[src/hw/pvic_pkg.sv]
// Constants, register indices and state layout for the vectored interrupt controller
package pvic_pkg;

    // ****************************************
    // Timing
    // ****************************************
    localparam int unsigned CLK_PERIOD_NS = 40;
    localparam int unsigned WAKE_MIN_NS   = 50;
    // Least time, rounded up to whole cycles
    localparam int unsigned WAKE_CYC_I    = (WAKE_MIN_NS + CLK_PERIOD_NS - 1) / CLK_PERIOD_NS;
    localparam logic [1:0]  WAKE_CYC      = 2'(WAKE_CYC_I);

    // ****************************************
    // Register indices (byte address is four times the index)
    // ****************************************
    localparam logic [13:0] IDX_INT_MASK_LOW   = 14'h0008;
    localparam logic [13:0] IDX_INT_PENDING_LOW_LOW   = 14'h0009;
    localparam logic [13:0] IDX_INT_PENDING_LOW_HIGH  = 14'h0012;
    localparam logic [13:0] IDX_INT_MASK_HIGH  = 14'h0013;
    localparam logic [13:0] IDX_OVR_MASK       = 14'h1f9c;
    localparam logic [13:0] IDX_OVR_PEND       = 14'h1f9e;
    localparam logic [13:0] IDX_INSVC_FIXED    = 14'h1fc8;
    localparam logic [13:0] IDX_FIXED_PEND     = 14'h1fc9;
    localparam logic [13:0] IDX_INSVC_LEVELS   = 14'h1fca;
    localparam logic [13:0] IDX_TRIG_SEL       = 14'h1fcc;
    localparam logic [13:0] IDX_MAP0           = 14'h1fe8;
    localparam logic [13:0] IDX_MAP1           = 14'h1fea;
    localparam logic [13:0] IDX_MAP2           = 14'h1fec;
    localparam logic [13:0] IDX_MAP3           = 14'h1fee;
    localparam logic [13:0] IDX_VECT_BASE      = 14'h1ff0;
    localparam logic [13:0] IDX_PSW            = 14'h1ff4;

    // ****************************************
    // Reset values and field positions
    // ****************************************
    localparam logic [15:0] RST_MAP            = 16'hffff;
    localparam logic [15:0] RST_VECT_BASE      = 16'hff20;
    localparam logic [7:0]  FIXED_PEND_WMASK   = 8'h83;
    localparam int unsigned PEN_BIT            = 7;
    localparam int unsigned TRAP_BIT           = 0;
    localparam int unsigned UOP_BIT            = 1;
    localparam logic [3:0]  MAP_UNUSED         = 4'hf;
    localparam logic [7:0]  COMPAT_PAGE        = 8'hff;

    // ****************************************
    // Source positions by default priority
    // ****************************************
    localparam int unsigned SRC_EXT0           = 3;
    localparam int unsigned SRC_EXT1           = 4;
    localparam int unsigned SRC_OVR01          = 11;
    localparam int unsigned SRC_OVR23          = 12;
    localparam int unsigned SRC_EXT2           = 13;
    localparam int unsigned SRC_EXT3           = 14;
    localparam int unsigned SRC_NMI            = 15;
    localparam int unsigned LVL_RESERVED       = 2;
    localparam logic [15:0] PERIPH_SRC_MASK    = 16'h07e3;

    // Ranks above the mapped levels, and jump offsets
    localparam logic [4:0]  RANK_NMI           = 5'h0f;
    localparam logic [4:0]  RANK_TRAP          = 5'h10;
    localparam logic [4:0]  RANK_UOP           = 5'h11;
    localparam logic [7:0]  JMP_TRAP           = 8'h10;
    localparam logic [7:0]  JMP_UOP            = 8'h12;
    localparam logic [7:0]  JMP_LOW_BASE       = 8'h00;
    localparam logic [7:0]  JMP_HIGH_BASE      = 8'h30;

    // Power modes
    localparam logic [1:0]  PM_NORMAL          = 2'h0;
    localparam logic [1:0]  PM_IDLE            = 2'h1;

    // State time phases
    typedef enum logic [1:0] {
        PH_ONE = 2'b01,
        PH_TWO = 2'b10
    } pvic_phase_e;

    // Whole state of the controller
    typedef struct packed {
        pvic_phase_e phase;
        logic [15:0] mask;
        logic [15:0] pend;
        logic [7:0]  ovr_mask;
        logic [7:0]  ovr_pend;
        logic [7:0]  fixed_pend;
        logic [7:0]  insvc_fixed;
        logic [15:0] insvc_lvl;
        logic [7:0]  trig;
        logic [63:0] map;
        logic [15:0] base;
        logic        gie;
        logic [3:0]  ext_smp;
        logic        nmi_smp;
        logic        irq;
        logic [4:0]  win_rank;
        logic [3:0]  win_src;
        logic [23:0] vec;
        logic [23:0] svc;
        logic        wake;
        logic        wake_isr;
        logic [7:0]  wake_cnt;
        logic [31:0] hrdata;
        logic        wr_pend;
        logic [13:0] wr_idx;
    } pvic_state_s;

endpackage

[src/hw/pvic_top.sv]
// Prioritized vectored interrupt controller with an AHB-Lite register slave
// Notes on behaviour
// - Trap, bad opcode and nonmaskable always enabled; others maskable onto fourteen levels.
// - Compatibility service address is FF0000h plus the fetched 16-bit vector.
// - Programmable mode: each level 0-14 picks its source via map; level 2 unused.
// - Each request sets its pending bit; per-source mask gates service.
// - Acknowledge sets the in-service bit and clears the pending bit together.
// - Vector is the base register high bits plus an 8-bit jump offset.
// - Pins sampled in phase two; rising edge sets pending; driver holds edges.
// - In standby or powerdown, a held special-function pin wakes even if masked.
// - After such wake, service runs only if that pin interrupt is enabled.
// - In idle, any enabled asserted interrupt returns the device to normal.
// - Nonmaskable pin rising edge ranks below only trap and bad opcode.
// - Nonmaskable pin high through reset gives a pending request at start.
// - Trigger select register picks edge or level per external pin.
// - Overruns set capture pending bits; a mask enables each overrun interrupt.
// - Fixed in-service tracks trap and bad opcode; level in-service tracks the rest.
// - Software writes to pending registers can set bits like hardware.
// - Global enable gates maskable service; set and cleared by instructions.
// - Higher priority first; preempt only by strictly higher; top never preempted.
// - Trap and bad opcode bypass mapping and rank above all others.
// - Four map registers of four 4-bit fields; unused fields hold Fh.
// - Default priorities 17 down to 0 with the documented vector offsets.
// - Mode bit is bit 7 of fixed pending; bits 1:0 flag bad opcode and trap.
`timescale 1ns/10ps
`default_nettype none

module pvic_top
    import pvic_pkg::*;
(
    input  wire logic        sys_clk_in,
    input  wire logic        rst_in,
    input  wire logic        hsel_in,
    input  wire logic [31:0] haddr_in,
    input  wire logic [1:0]  htrans_in,
    input  wire logic        hwrite_in,
    input  wire logic [2:0]  hsize_in,
    input  wire logic [31:0] hwdata_in,
    input  wire logic        hready_in,
    output logic             hreadyout_out,
    output logic             hresp_out,
    output logic [31:0]      hrdata_out,
    input  wire logic [15:0] periph_req_in,
    input  wire logic [3:0]  overrun_in,
    input  wire logic [3:0]  ext_request_pin_in,
    input  wire logic [3:0]  ext_pin_special_fn_in,
    input  wire logic        nmi_pin_in,
    input  wire logic        trap_instr_in,
    input  wire logic        bad_opcode_in,
    input  wire logic        enable_ints_instr_in,
    input  wire logic        disable_ints_instr_in,
    input  wire logic        return_from_int_instr_in,
    input  wire logic        ack_in,
    input  wire logic [15:0] vector_fetch_in,
    input  wire logic        vector_fetch_valid_in,
    input  wire logic [1:0]  power_mode_in,
    output logic             irq_out,
    output logic [23:0]      vector_addr_out,
    output logic [23:0]      service_addr_out,
    output logic             wake_out,
    output logic             wake_to_isr_out,
    output logic             global_enable_out
);

    // ****************************************
    // State registers
    // ****************************************
    pvic_state_s s_q;
    pvic_state_s s_d;

    // Jump offset of a mapped level or fixed source
    function automatic logic [7:0] jump_of(input logic [4:0] rank);
        logic [7:0] j;
        j = 8'h00;
        if (rank == RANK_UOP)
            j = JMP_UOP;
        else if (rank == RANK_TRAP)
            j = JMP_TRAP;
        else if (rank < 5'h08)
            j = JMP_LOW_BASE + {2'b00, rank, 1'b0};
        else
            j = JMP_HIGH_BASE + {2'b00, rank - 5'h08, 1'b0};
        return j;
    endfunction

    // ****************************************
    // Next state
    // ****************************************
    always_comb
    begin
        logic        programmable_priority_enable;
        logic [15:0] hw_set;
        logic [3:0]  ext_hit;
        logic        nmi_hit;
        logic [3:0]  src;
        logic        elig;
        logic [4:0]  best;
        logic        best_ok;
        logic [3:0]  best_src;
        logic [4:0]  svc_top;
        logic        svc_any;
        logic [4:0]  rank;
        logic        any_enabled;
        logic        return_from_int_instr_done;
        logic [31:0] rdata;
        logic [13:0] ridx;
        programmable_priority_enable         = s_q.fixed_pend[PEN_BIT];
        hw_set      = 16'h0000;
        ext_hit     = 4'h0;
        nmi_hit     = 1'b0;
        src         = 4'h0;
        elig        = 1'b0;
        best        = 5'h00;
        best_ok     = 1'b0;
        best_src    = 4'h0;
        svc_top     = 5'h00;
        svc_any     = 1'b0;
        rank        = 5'h00;
        any_enabled = 1'b0;
        return_from_int_instr_done   = 1'b0;
        rdata       = 32'h0000_0000;
        ridx        = haddr_in[15:2];
        s_d         = s_q;

        // State time phase toggles every clock
        s_d.phase = (s_q.phase == PH_ONE) ? PH_TWO : PH_ONE;

        // Register writes in the data phase
        if (s_q.wr_pend)
        begin
            case (s_q.wr_idx)
                IDX_INT_MASK_LOW:  s_d.mask[7:0]   = hwdata_in[7:0];
                IDX_INT_MASK_HIGH: s_d.mask[15:8]  = hwdata_in[7:0];
                IDX_INT_PENDING_LOW_LOW:  s_d.pend[7:0]   = hwdata_in[7:0];
                IDX_INT_PENDING_LOW_HIGH: s_d.pend[15:8]  = hwdata_in[7:0];
                IDX_OVR_MASK:      s_d.ovr_mask    = hwdata_in[7:0];
                IDX_OVR_PEND:      s_d.ovr_pend    = hwdata_in[7:0];
                IDX_INSVC_FIXED:   s_d.insvc_fixed = hwdata_in[7:0];
                IDX_FIXED_PEND:    s_d.fixed_pend  = hwdata_in[7:0] & FIXED_PEND_WMASK;
                IDX_INSVC_LEVELS:  s_d.insvc_lvl   = hwdata_in[15:0];
                IDX_TRIG_SEL:      s_d.trig        = hwdata_in[7:0];
                IDX_MAP0:          s_d.map[15:0]   = hwdata_in[15:0];
                IDX_MAP1:          s_d.map[31:16]  = hwdata_in[15:0];
                IDX_MAP2:          s_d.map[47:32]  = hwdata_in[15:0];
                IDX_MAP3:          s_d.map[63:48]  = hwdata_in[15:0];
                IDX_VECT_BASE:     s_d.base        = hwdata_in[15:0];
                default: ;
            endcase
        end

        // Pin sampling once per state time, in phase two
        if (s_q.phase == PH_TWO)
        begin
            s_d.ext_smp = ext_request_pin_in;
            s_d.nmi_smp = nmi_pin_in;
            for (int x = 0; x < 4; x++)
            begin
                ext_hit[x] = s_q.trig[x] ? ext_request_pin_in[x]
                                         : (ext_request_pin_in[x] & ~s_q.ext_smp[x]);
            end
            nmi_hit = nmi_pin_in & ~s_q.nmi_smp;
        end

        // Hardware request sources by default priority
        hw_set            = periph_req_in & PERIPH_SRC_MASK;
        hw_set[SRC_EXT0]  = ext_hit[0];
        hw_set[SRC_EXT1]  = ext_hit[1];
        hw_set[SRC_EXT2]  = ext_hit[2];
        hw_set[SRC_EXT3]  = ext_hit[3];
        hw_set[SRC_NMI]   = nmi_hit;
        hw_set[SRC_OVR01] = |(overrun_in[1:0] & s_q.ovr_mask[1:0]);
        hw_set[SRC_OVR23] = |(overrun_in[3:2] & s_q.ovr_mask[3:2]);

        // Global enable driven by the enable and disable instructions
        if (enable_ints_instr_in)
            s_d.gie = 1'b1;
        if (disable_ints_instr_in)
            s_d.gie = 1'b0;

        // Resolver candidates: mapped levels, then nonmaskable, trap, bad opcode
        for (int l = 0; l < 15; l++)
        begin
            src  = (programmable_priority_enable) ? s_q.map[l*4 +: 4] : 4'(l);
            elig = (l != LVL_RESERVED) && (src != MAP_UNUSED) && (src != 4'(SRC_NMI))
                 && s_q.pend[src] && s_q.mask[src] && s_q.gie;
            if (elig)
            begin
                best     = 5'(l);
                best_ok  = 1'b1;
                best_src = src;
            end
        end
        if (s_q.pend[SRC_NMI])
        begin
            best     = RANK_NMI;
            best_ok  = 1'b1;
            best_src = 4'(SRC_NMI);
        end
        if (s_q.fixed_pend[TRAP_BIT])
        begin
            best    = RANK_TRAP;
            best_ok = 1'b1;
        end
        if (s_q.fixed_pend[UOP_BIT])
        begin
            best    = RANK_UOP;
            best_ok = 1'b1;
        end
        any_enabled = best_ok;

        // Highest service now running
        for (int l = 0; l < 16; l++)
        begin
            if (s_q.insvc_lvl[l])
            begin
                svc_top = 5'(l);
                svc_any = 1'b1;
            end
        end
        if (s_q.insvc_fixed[TRAP_BIT])
        begin
            svc_top = RANK_TRAP;
            svc_any = 1'b1;
        end
        if (s_q.insvc_fixed[UOP_BIT])
        begin
            svc_top = RANK_UOP;
            svc_any = 1'b1;
        end

        // Decision latched once per state time
        if (s_q.phase == PH_TWO)
        begin
            s_d.irq      = best_ok && (!svc_any || best > svc_top);
            s_d.win_rank = best;
            s_d.win_src  = best_src;
        end

        // Return clears the highest active in-service bit
        if (return_from_int_instr_in)
        begin
            if (s_q.insvc_fixed[UOP_BIT])
                s_d.insvc_fixed[UOP_BIT] = 1'b0;
            else if (s_q.insvc_fixed[TRAP_BIT])
                s_d.insvc_fixed[TRAP_BIT] = 1'b0;
            else
            begin
                for (int l = 15; l >= 0; l--)
                begin
                    if (s_q.insvc_lvl[l] && !return_from_int_instr_done)
                    begin
                        s_d.insvc_lvl[l] = 1'b0;
                        return_from_int_instr_done        = 1'b1;
                    end
                end
            end
        end

        // Acknowledge: mark in service, clear pending, form vector
        if (ack_in && s_q.irq)
        begin
            rank      = s_q.win_rank;
            s_d.irq   = 1'b0;
            s_d.vec   = {s_q.base, jump_of(rank)};
            if (rank == RANK_UOP)
            begin
                s_d.insvc_fixed[UOP_BIT] = 1'b1;
                s_d.fixed_pend[UOP_BIT]  = 1'b0;
            end
            else if (rank == RANK_TRAP)
            begin
                s_d.insvc_fixed[TRAP_BIT] = 1'b1;
                s_d.fixed_pend[TRAP_BIT]  = 1'b0;
            end
            else
            begin
                s_d.insvc_lvl[rank[3:0]]  = 1'b1;
                s_d.pend[s_q.win_src]     = 1'b0;
            end
        end

        // Hardware sets last, so an event beats a same-cycle clear
        s_d.pend                 = s_d.pend | hw_set;
        s_d.ovr_pend             = s_d.ovr_pend | {4'h0, overrun_in};
        s_d.fixed_pend[TRAP_BIT] = s_d.fixed_pend[TRAP_BIT] | trap_instr_in;
        s_d.fixed_pend[UOP_BIT]  = s_d.fixed_pend[UOP_BIT] | bad_opcode_in;

        // Compatibility service address from the fetched vector
        if (vector_fetch_valid_in)
            s_d.svc = {COMPAT_PAGE, vector_fetch_in};

        // Wake-up from power-saving modes
        s_d.wake     = 1'b0;
        s_d.wake_isr = 1'b0;
        if (power_mode_in == PM_IDLE)
        begin
            s_d.wake = any_enabled;
            s_d.wake_cnt = 8'h00;
        end
        else if (power_mode_in == PM_NORMAL)
            s_d.wake_cnt = 8'h00;
        else
        begin
            for (int x = 0; x < 4; x++)
            begin
                if (ext_request_pin_in[x] && ext_pin_special_fn_in[x])
                begin
                    if (s_q.wake_cnt[x*2 +: 2] != WAKE_CYC)
                        s_d.wake_cnt[x*2 +: 2] = s_q.wake_cnt[x*2 +: 2] + 2'd1;
                end
                else
                    s_d.wake_cnt[x*2 +: 2] = 2'd0;
                if (s_d.wake_cnt[x*2 +: 2] == WAKE_CYC)
                begin
                    s_d.wake = 1'b1;
                    if (x == 0) s_d.wake_isr = s_d.wake_isr | (s_q.mask[SRC_EXT0] & s_q.gie);
                    if (x == 1) s_d.wake_isr = s_d.wake_isr | (s_q.mask[SRC_EXT1] & s_q.gie);
                    if (x == 2) s_d.wake_isr = s_d.wake_isr | (s_q.mask[SRC_EXT2] & s_q.gie);
                    if (x == 3) s_d.wake_isr = s_d.wake_isr | (s_q.mask[SRC_EXT3] & s_q.gie);
                end
            end
        end

        // AHB-Lite address phase: decode and prepare read data
        s_d.wr_pend = 1'b0;
        if (hsel_in && htrans_in[1] && hready_in)
        begin
            s_d.wr_pend = hwrite_in && (haddr_in[31:16] == 16'h0000);
            s_d.wr_idx  = ridx;
            if (!hwrite_in && haddr_in[31:16] == 16'h0000)
            begin
                case (ridx)
                    IDX_INT_MASK_LOW:  rdata = {24'h00_0000, s_q.mask[7:0]};
                    IDX_INT_MASK_HIGH: rdata = {24'h00_0000, s_q.mask[15:8]};
                    IDX_INT_PENDING_LOW_LOW:  rdata = {24'h00_0000, s_q.pend[7:0]};
                    IDX_INT_PENDING_LOW_HIGH: rdata = {24'h00_0000, s_q.pend[15:8]};
                    IDX_OVR_MASK:      rdata = {24'h00_0000, s_q.ovr_mask};
                    IDX_OVR_PEND:      rdata = {24'h00_0000, s_q.ovr_pend};
                    IDX_INSVC_FIXED:   rdata = {24'h00_0000, s_q.insvc_fixed};
                    IDX_FIXED_PEND:    rdata = {24'h00_0000, s_q.fixed_pend};
                    IDX_INSVC_LEVELS:  rdata = {16'h0000, s_q.insvc_lvl};
                    IDX_TRIG_SEL:      rdata = {24'h00_0000, s_q.trig};
                    IDX_MAP0:          rdata = {16'h0000, s_q.map[15:0]};
                    IDX_MAP1:          rdata = {16'h0000, s_q.map[31:16]};
                    IDX_MAP2:          rdata = {16'h0000, s_q.map[47:32]};
                    IDX_MAP3:          rdata = {16'h0000, s_q.map[63:48]};
                    IDX_VECT_BASE:     rdata = {16'h0000, s_q.base};
                    IDX_PSW:           rdata = {31'h0000_0000, s_q.gie};
                    default:           rdata = 32'h0000_0000;
                endcase
            end
            s_d.hrdata = rdata;
        end
    end

    // ****************************************
    // State register
    // ****************************************
    always_ff @(posedge sys_clk_in)
    begin
        if (rst_in)
        begin
            s_q       <= '0;
            s_q.phase <= PH_ONE;
            s_q.map   <= {4{RST_MAP}};
            s_q.base  <= RST_VECT_BASE;
        end
        else
            s_q <= s_d;
    end

    // ****************************************
    // Outputs
    // ****************************************
    // Zero-wait slave, always OKAY
    assign hreadyout_out     = 1'b1;
    assign hresp_out         = 1'b0;
    assign hrdata_out        = s_q.hrdata;
    assign irq_out           = s_q.irq;
    assign vector_addr_out   = s_q.vec;
    assign service_addr_out  = s_q.svc;
    assign wake_out          = s_q.wake;
    assign wake_to_isr_out   = s_q.wake_isr;
    assign global_enable_out = s_q.gie;

endmodule // pvic_top

`default_nettype wire

[config.mk]
export PLATFORM = sky130hd
export DESIGN_NAME = pvic_top
export DESIGN_NICKNAME = d
export VERILOG_FILES = /design/src/hw/pvic_pkg.sv /design/src/hw/pvic_top.sv
export SDC_FILE = /design/constraint.sdc
export NUM_CORES = 1
export LEC_CHECK = 0
export CAP_MARGIN = 10
export CORE_ASPECT_RATIO = 1.1
export CORE_MARGIN = 4
export CORE_UTILIZATION = 55
export DETAILED_ROUTE_END_ITERATION = 10
export DONT_BUFFER_PORTS = 1
export GPL_TIMING_DRIVEN = 0
export PLACE_DENSITY = 0.7
export RECOVER_POWER = 25
export REMOVE_ABC_BUFFERS = 1
export SYNTH_ARGS = -nofsm -noshare
export SYNTH_HDL_FRONTEND = slang
export SYNTH_SLANG_ARGS = --single-unit
export TNS_END_PERCENT = 5
[constraint.sdc]
create_clock -name sys_clk_in -period 11.9 [get_ports sys_clk_in]
set_clock_uncertainty 0.2 [all_clocks]
set_input_delay 2.38 -clock sys_clk_in [delete_from_list [all_inputs] [get_ports sys_clk_in]]
set_output_delay 2.38 -clock sys_clk_in [all_outputs]
set_load 0.05 [all_outputs]
==> PnR_summary.wiki, run 1 <==
{| class="wikitable"
! Metric !! Value
|-
| Post-synthesis sequential area ratio || 0.3302
|-
| Initial antenna violation count || 1
|-
| Vias in the first global route || 14.37k
|-
| Maximum number of pins on one net before global-route repair || 216
|-
| Startpoint type of the worst setup path || input port
|-
| Final clock period utilization by the worst path || 0.4453
|-
| Most frequent standard cell in the layout excluding fill and tap cells || dfxtp_1
|-
| Final Net Count || 1932
|-
| Post-DP HPWL || 43360 um
|-
| # H-tree levels || 1
|-
| Register-to-Register Path Depth || 17
|-
| CTS tree || built
|-
| Synthesis-to-layout area growth || 3.376%
|-
| Share of async-settable or async-resettable flops after synthesis || 0
|-
| Count of different cell masters after synthesis || 102
|-
| Cell taking the most area after synthesis || dfxtp_1
|-
| Global-route wire length before repair || 89690 um
|-
| Clk_lat worst skew || 570 ps
|-
| Endpoint of the worst-slack reg-to-reg timing path || irq_out
|-
| DRC viols || 0
|-
| Mean area per synthesized cell || 8.089 um^2
|-
| Worst Slack Setup Final || 6601 ps
|-
| Post-layout instance area || 16360 um^2
|-
| Fin. max-slew vios || 26
|-
| Cells after DPL || 2127
|-
| Min Tclk post-route || 5299 ps
|-
| Transition time at the pin with the least slew margin || 2518 ps
|-
| Total of endpoints with negative setup slack in the final report || 0
|-
| Violated checks || max-capacitance violations, max-slew violations
|-
| Number of cells produced by synthesis || 1956
|-
| Core area || 28110 um^2
|-
| Slack of the worst reg-to-reg path || 6610 ps
|-
| Count of flip-flops with a built-in enable after synthesis || 0
|-
| Critical Path Sink Type || flip-flop
|-
| Number of synthesized register bits || 261
|-
| RSZ-0062 raised after global routing || no
|-
| Ys flop type || dfxtp_1
|-
| Lkg Pwr || 5.585 nW
|-
| Setup Fix Bufs, Post-CTS || 0
|-
| Die Footprint || 31550 um^2
|-
| Iteration-0 DRC Markers || 2204
|-
| Setup TNS || 0 ps
|-
| Resized cells post-CTS || 0
|-
| Required time reported for the critical path endpoint || 12200 ps
|-
| Biggest fanout along the worst timing path || 16
|-
| Synthesized-area fraction occupied by ao, oa, aoi and oai cells || 0.2118
|-
| Share of cell area taken by muxes after synthesis || 0.1162
|-
| Share of the synthesized area in the top cell type || 0.3302
|-
| Highest clock frequency the design can meet || 188.7 MHz
|-
| Count of clock tree sinks || 261
|-
| Max Root-Sink Buffers || 3
|-
| Final wirelength || 61110 um
|-
| Filler-free cell count of the finished design || 2179
|-
| Capture endpoint of the worst hold path || s_q[290]
|-
| Drt via density || 6.956
|-
| Horiz. Die Dim || 169.7 um
|-
| Global-route usage over all layers || 0.3728
|-
| Final standard cell utilization of the core || 0.5820
|-
| Share of cells above drive strength 1 || 0.07544
|-
| Headroom to the max-slew limit || -0.6846
|-
| Cell area after technology mapping || 15820 um^2
|-
| Hold/Removal Path Class || reg2reg
|-
| Vias post-DR || 15.16k
|-
| Max Cap Viol || 1
|-
| Yosys synthesis warning count || 0
|-
| Clock tree root driver cell || clkbuf_16
|-
| Post-CTS clock slew at the launch and capture registers of the worst setup and hold paths || 60 ps
|-
| Max VDD drop || 208.5 uV
|-
| Input/output buffers || 0
|-
| Final RePlAce weighted congestion || 1.012
|-
| Diode count || 0
|-
| Die height || 185.9 um
|-
| First-pass iteration count of the detailed router || 8
|-
| Average detailed-routed wire length per instance || 28.04 um
|-
| Crit path DAT || 5600 ps
|-
| Commonest non-fill, non-tap cells in the layout || dfxtp_1 (258), nand2_1 (219), nor2_1 (218), mux2i_1 (126), a21oi_1 (119)
|-
| Final hold vios || 0
|-
| Starting utilization of the core area || 0.5629
|-
| Worst setup path category || in2reg
|-
| Min-Delay Startpoint || s_q[290]
|-
| Number of fill cells || 2594
|-
| Hold Crit Depth || 1
|-
| Top post-synthesis cells by area || dfxtp_1 (33%), mux2i_1 (8.0%), nor2_1 (5.3%), nand2_1 (5.2%), buf_4 (4.2%)
|-
| Reg2reg start || s_q[286]
|-
| Number of core rows || 64
|-
| Worst-case hold slack || 251.9 ps
|-
| Worst setup timing slack at the placement stage || 6042 ps
|-
| Simple-gate share of the synthesized area || 0.2420
|-
| Run status || finished, violations left
|-
| Count of boundary I/O pins || 214
|-
| Gr ovfl total || 0
|-
| Largest family of logic cells by synthesized area || simple AND/OR/NAND/NOR gates
|-
| # hold bufs at CTS || 0
|-
| Remaining number of nets flagged by the antenna check after routing || 0
|-
| XOR/XNOR Fraction of Synth Area || 0
|-
| Power per cell area || 118.4 nW/um^2
|-
| Overall power after layout || 1.937 mW
|-
| Adder and majority gate portion of the synthesized area || 0.007117
|-
| Number of CTS-inserted buffers || 28
|-
| Placed instance area || 15360 um^2
|}
-- synth_stat cells (31+ instances only) --
library cell / count
nand2_1: 219
dfxtp_1: 261
nand3_1: 81
o21ai_0: 53
a211o_1: 37
nor2b_1: 47
a22oi_1: 67
inv_1: 42
buf_4: 89
clkbuf_1: 103
a21oi_1: 119
mux2i_1: 126
nor3_1: 31
nor2_1: 225
-- worst max-delay path: stages --
cell,delay (ps)
or4_1,550
or4b_1,630
nor2_2,410
or4_1,190
nor3_1,90
nor3_4,890
o21ai_1,250
a21oi_1,200
-- cell families (layout without fill, tap and decap cells) --
logic type | count (synthesis) | after routing
multiplexers | 155 | 155
buffers and inverters | 268 | 110
other | 2 | 20
flip-flops | 261 | 261
AND/OR/NAND/NOR | 784 | 784
adder cells (fa/ha/maj) | 9 | 9
AO/OA/AOI/OAI | 477 | 477
-- layout make-up --
class | count | area, um^2 | share of cell area
multi-input combinational | 1445 | 9273 | 0.5669
timing repair buffer | 16 | 256.5 | 0.01568
inverter | 43 | 161.4 | 0.009868
sequential | 261 | 5234 | 0.3200
tap | 363 | 454.2 | 0.02777
clock inverter | 18 | 239.0 | 0.01461
clock buffer | 33 | 739.5 | 0.04521
-- where the power goes --
group | switching, mW | internal (mW)
combinational | 0.0583 | 0.0265
clock | 0.388 | 0.537
sequential | 0.0390 | 0.888
-- flip-flops by register name (all words and copies together) (netlist names) --
signal             count
global_enable_out      1
hrdata_out            16
irq_out                1
s_q                  202
service_addr_out      17
vector_addr_out       22
wake_out               1
wake_to_isr_out        1
-- worst max-delay path by stage --
stage,slack [ps],to,startpoint,depth (start not counted)
after floorplan,6460,service_addr_out[16],service_addr_out[16],0
after global placement,3900,irq_out,s_q[240],15
after detailed placement,6040,hrdata_out[3],haddr_in[11],8
after CTS,6630,hrdata_out[3],haddr_in[11],8
after global routing,6440,irq_out,s_q[286],16
final,6600,hrdata_out[3],haddr_in[11],8
-- layer usage --
metal,vias to the layer above,track usage,share of wire
met4,2,0.2238,0.069
met3,255,0.07222,0.10
met1,7208,0.4729,0.38
met2,987,0.5890,0.44
met5,-,0,0.00021
li1,6705,-,-
No activity file was read; power rests on OpenSTA's default activity.
==> run 2, diff against run 1 <==
Clock period 11.9 ns to 5.5 ns, I/O delays scaled along.
==> run 2 against run 1 <==
  * The run still ends with max-capacitance violations, max-slew violations left
  * Combinational power grew 110%
  * Sequential cell count is the same
  * Sequential power grew 120%
  * Count of clock-buffer cells in the layout is the same
  * First-iteration DRC count shrank 0.36%
  * Routed wire length shrank 0.36%
  * Critical path type is now reg2reg
==> PnR_summary.wiki, run 2 (synthesized netlist as in run 1, its figures left out) <==
{| class="wikitable"
! Metric !! Value
|-
| Run status || finished, violations left
|-
| Violated checks || max-capacitance violations, max-slew violations
|-
| Final wirelength || 60880 um (-0.36%)
|-
| First-pass iteration count of the detailed router || 7 (-1)
|-
| Count of clock tree sinks || 261 (unchanged)
|-
| Total met2 wirelength after detailed routing || 26930 um (-0.85%)
|-
| Average detailed-routed wire length per instance || 27.94 um (-0.36%)
|-
| Sequential cell area || 5234 um^2 (unchanged)
|-
| Wire length on met1 || 23180 um (-1.3%)
|-
| Drt via density || 6.996 (+0.57%)
|-
| DRC viols || 0 (unchanged)
|-
| Final clock period utilization by the worst path || 0.9615
|-
| Overall power after layout || 4.184 mW (+120%)
|-
| Count of boundary I/O pins || 214 (unchanged)
|-
| Critical path launch point || s_q[276]
|-
| Maximum number of pins on one net before global-route repair || 216 (unchanged)
|-
| Die Footprint || 31550 um^2 (unchanged)
|-
| Vias post-DR || 15.24k (+0.57%)
|-
| Capture endpoint of the worst hold path || s_q[290]
|-
| Starting utilization of the core area || 0.5629 (unchanged)
|-
| Critical Path Sink Type || flip-flop
|-
| Resized cells post-CTS || 0 (unchanged)
|-
| Most frequent standard cell in the layout excluding fill and tap cells || dfxtp_1
|-
| Worst setup path category || reg2reg
|-
| Post-DP HPWL || 43360 um (unchanged)
|-
| Slack of the worst reg-to-reg path || 210 ps (-6400 ps)
|-
| Max reg flops || 202 (unchanged)
|-
| Max VDD drop || 450.7 uV (+120%)
|-
| Final standard cell utilization of the core || 0.5815 (about the same)
|-
| Initial antenna violation count || 1 (unchanged)
|-
| Reg2reg start || s_q[276]
|-
| Number of CTS-inserted buffers || 28 (unchanged)
|-
| Clk_lat worst skew || 570 ps (about the same)
|-
| Iteration-0 DRC Markers || 2196 (-0.36%)
|-
| # hold bufs at CTS || 0 (unchanged)
|-
| Filler-free cell count of the finished design || 2179 (unchanged)
|-
| Gr ovfl total || 0 (unchanged)
|-
| Global-route usage over all layers || 0.3728 (unchanged)
|-
| Headroom to the max-slew limit || -1.647 (-0.9627)
|-
| CTS tree || built
|-
| Fin. max-slew vios || 33 (+27%)
|-
| Commonest non-fill, non-tap cells in the layout || dfxtp_1 (258), nand2_1 (219), nor2_1 (216), mux2i_1 (126), a21oi_1 (119)
|-
| Final hold vios || 0 (unchanged)
|-
| Number of fill cells || 2593 (-0.039%)
|-
| Synthesis-to-layout area growth || 3.297% (about the same)
|-
| Die height || 185.9 um (unchanged)
|-
| Largest Register || s_q
|-
| Post-CTS clock slew at the launch and capture registers of the worst setup and hold paths || 60 ps (about the same)
|-
| Crit path DAT || 5540 ps (-60 ps)
|-
| Setup Fix Bufs, Post-CTS || 0 (unchanged)
|-
| Biggest fanout along the worst timing path || 11 (-5)
|-
| Max Cap Viol || 2 (+1)
|-
| Core area || 28110 um^2 (unchanged)
|-
| Vias in the first global route || 14.37k (unchanged)
|-
| Clock tree root driver cell || clkbuf_16
|-
| Min Tclk post-route || 5288 ps
|-
| Highest clock frequency the design can meet || 189.1 MHz
|-
| Diode count || 0 (unchanged)
|-
| Final Net Count || 1932 (unchanged)
|-
| Remaining number of nets flagged by the antenna check after routing || 0 (unchanged)
|-
| Min-Delay Startpoint || s_q[290]
|-
| Number of core rows || 64 (unchanged)
|-
| Register-to-Register Path Depth || 17 (unchanged)
|-
| Met3 routed wirelength || 6467 um (+4.3%)
|-
| Multi-input gate area || 9278 um^2 (about the same)
|-
| Startpoint type of the worst setup path || flip-flop
|-
| Uppermost signal routing layer after detailed routing || met5
|-
| Share of cells above drive strength 1 || 0.07599 (+0.0005507)
|-
| Hold Crit Depth || 1 (unchanged)
|-
| # H-tree levels || 1 (unchanged)
|-
| Transition time at the pin with the least slew margin || 3971 ps (+1453 ps)
|-
| Endpoint of the worst-slack reg-to-reg timing path || irq_out
|-
| Hold/Removal Path Class || reg2reg
|-
| Required time reported for the critical path endpoint || 5750 ps (-6450 ps)
|-
| Power per cell area || 256.0 nW/um^2 (+120%)
|-
| Final RePlAce weighted congestion || 1.012 (unchanged)
|-
| RSZ-0062 raised after global routing || no
|-
| Lkg Pwr || 5.575 nW (-0.19%)
|-
| Global-route wire length before repair || 89690 um (unchanged)
|-
| Total of endpoints with negative setup slack in the final report || 0 (unchanged)
|-
| Max Root-Sink Buffers || 3 (unchanged)
|-
| Cells after DPL || 2127 (unchanged)
|-
| Horiz. Die Dim || 169.7 um (unchanged)
|-
| Input/output buffers || 0 (unchanged)
|}
run 2: cell count changes in the layout (fill, tap and decap cells not counted), sizes merged:
cell	before	now
buf	16	15
clkdlybuf4s25	0	1
run 2: area by class of cell:
cell class,count,area share
repair buffers,16,0.01462
flip-flops and latches,261,0.3202
inverters,43,0.009875
multi-input cells,1445,0.5676
clock buffers,33,0.04524
well taps,363,0.02779
clock inverters,18,0.01462
run 2: metrics by stage:
stage               area (um^2)  setup WS, ps  hold slack (ps)  TNS [ps]
finish                    16340         211.9            252.0         0
global route              16340         40.57            284.0         0
CTS                       16340         311.0            253.6         0
detailed placement        15360         337.8            244.2         0
global placement          15050         -2499            234.3    -17330
floorplan                 14590         66.64            222.7         0
run 2: worst max path at each step:
| stage | to | slack (ps) | cells after the start |
|---|---|---|---|
| after global placement | irq_out | -2500 | 15 |
| after floorplan | irq_out | 70 | 16 |
| final | irq_out | 210 | 17 |
| after global routing | irq_out | 40 | 16 |
| after CTS | irq_out | 310 | 18 |
| after detailed placement | irq_out | 340 | 18 |
run 2: report_power, final:
group	leakage [nW]	total, mW	internal (mW)	switching [mW]
Clock	0.473	2.00	1.16	0.836
Combinational	2.98	0.182	0.0553	0.126
Sequential	2.12	2.00	1.92	0.0840
Total	5.57	4.18	3.14	1.05
run 2: layer usage:
layer	global-route usage	vias up
met5	0	-
met4	0.2238	2
met3	0.07222	252
met2	0.5890	1052
met1	0.4729	7231
li1	-	6707
run 2: critical path, stage by stage, from the launching register on:
cell and delay [ps]:
dfxtp_1 780, nand2_1 640, mux2i_1 300, a22oi_1 90, o41ai_1 420, nor2_1 200
o311ai_0 680, nand4_1 410, nand2_1 170, ha_1 250, nor2b_1 140, o21a_1 160
o21ai_0 140, nand2b_1 70, a21oi_1 140, o22ai_1 100, a21oi_1 190, nor4_1 70
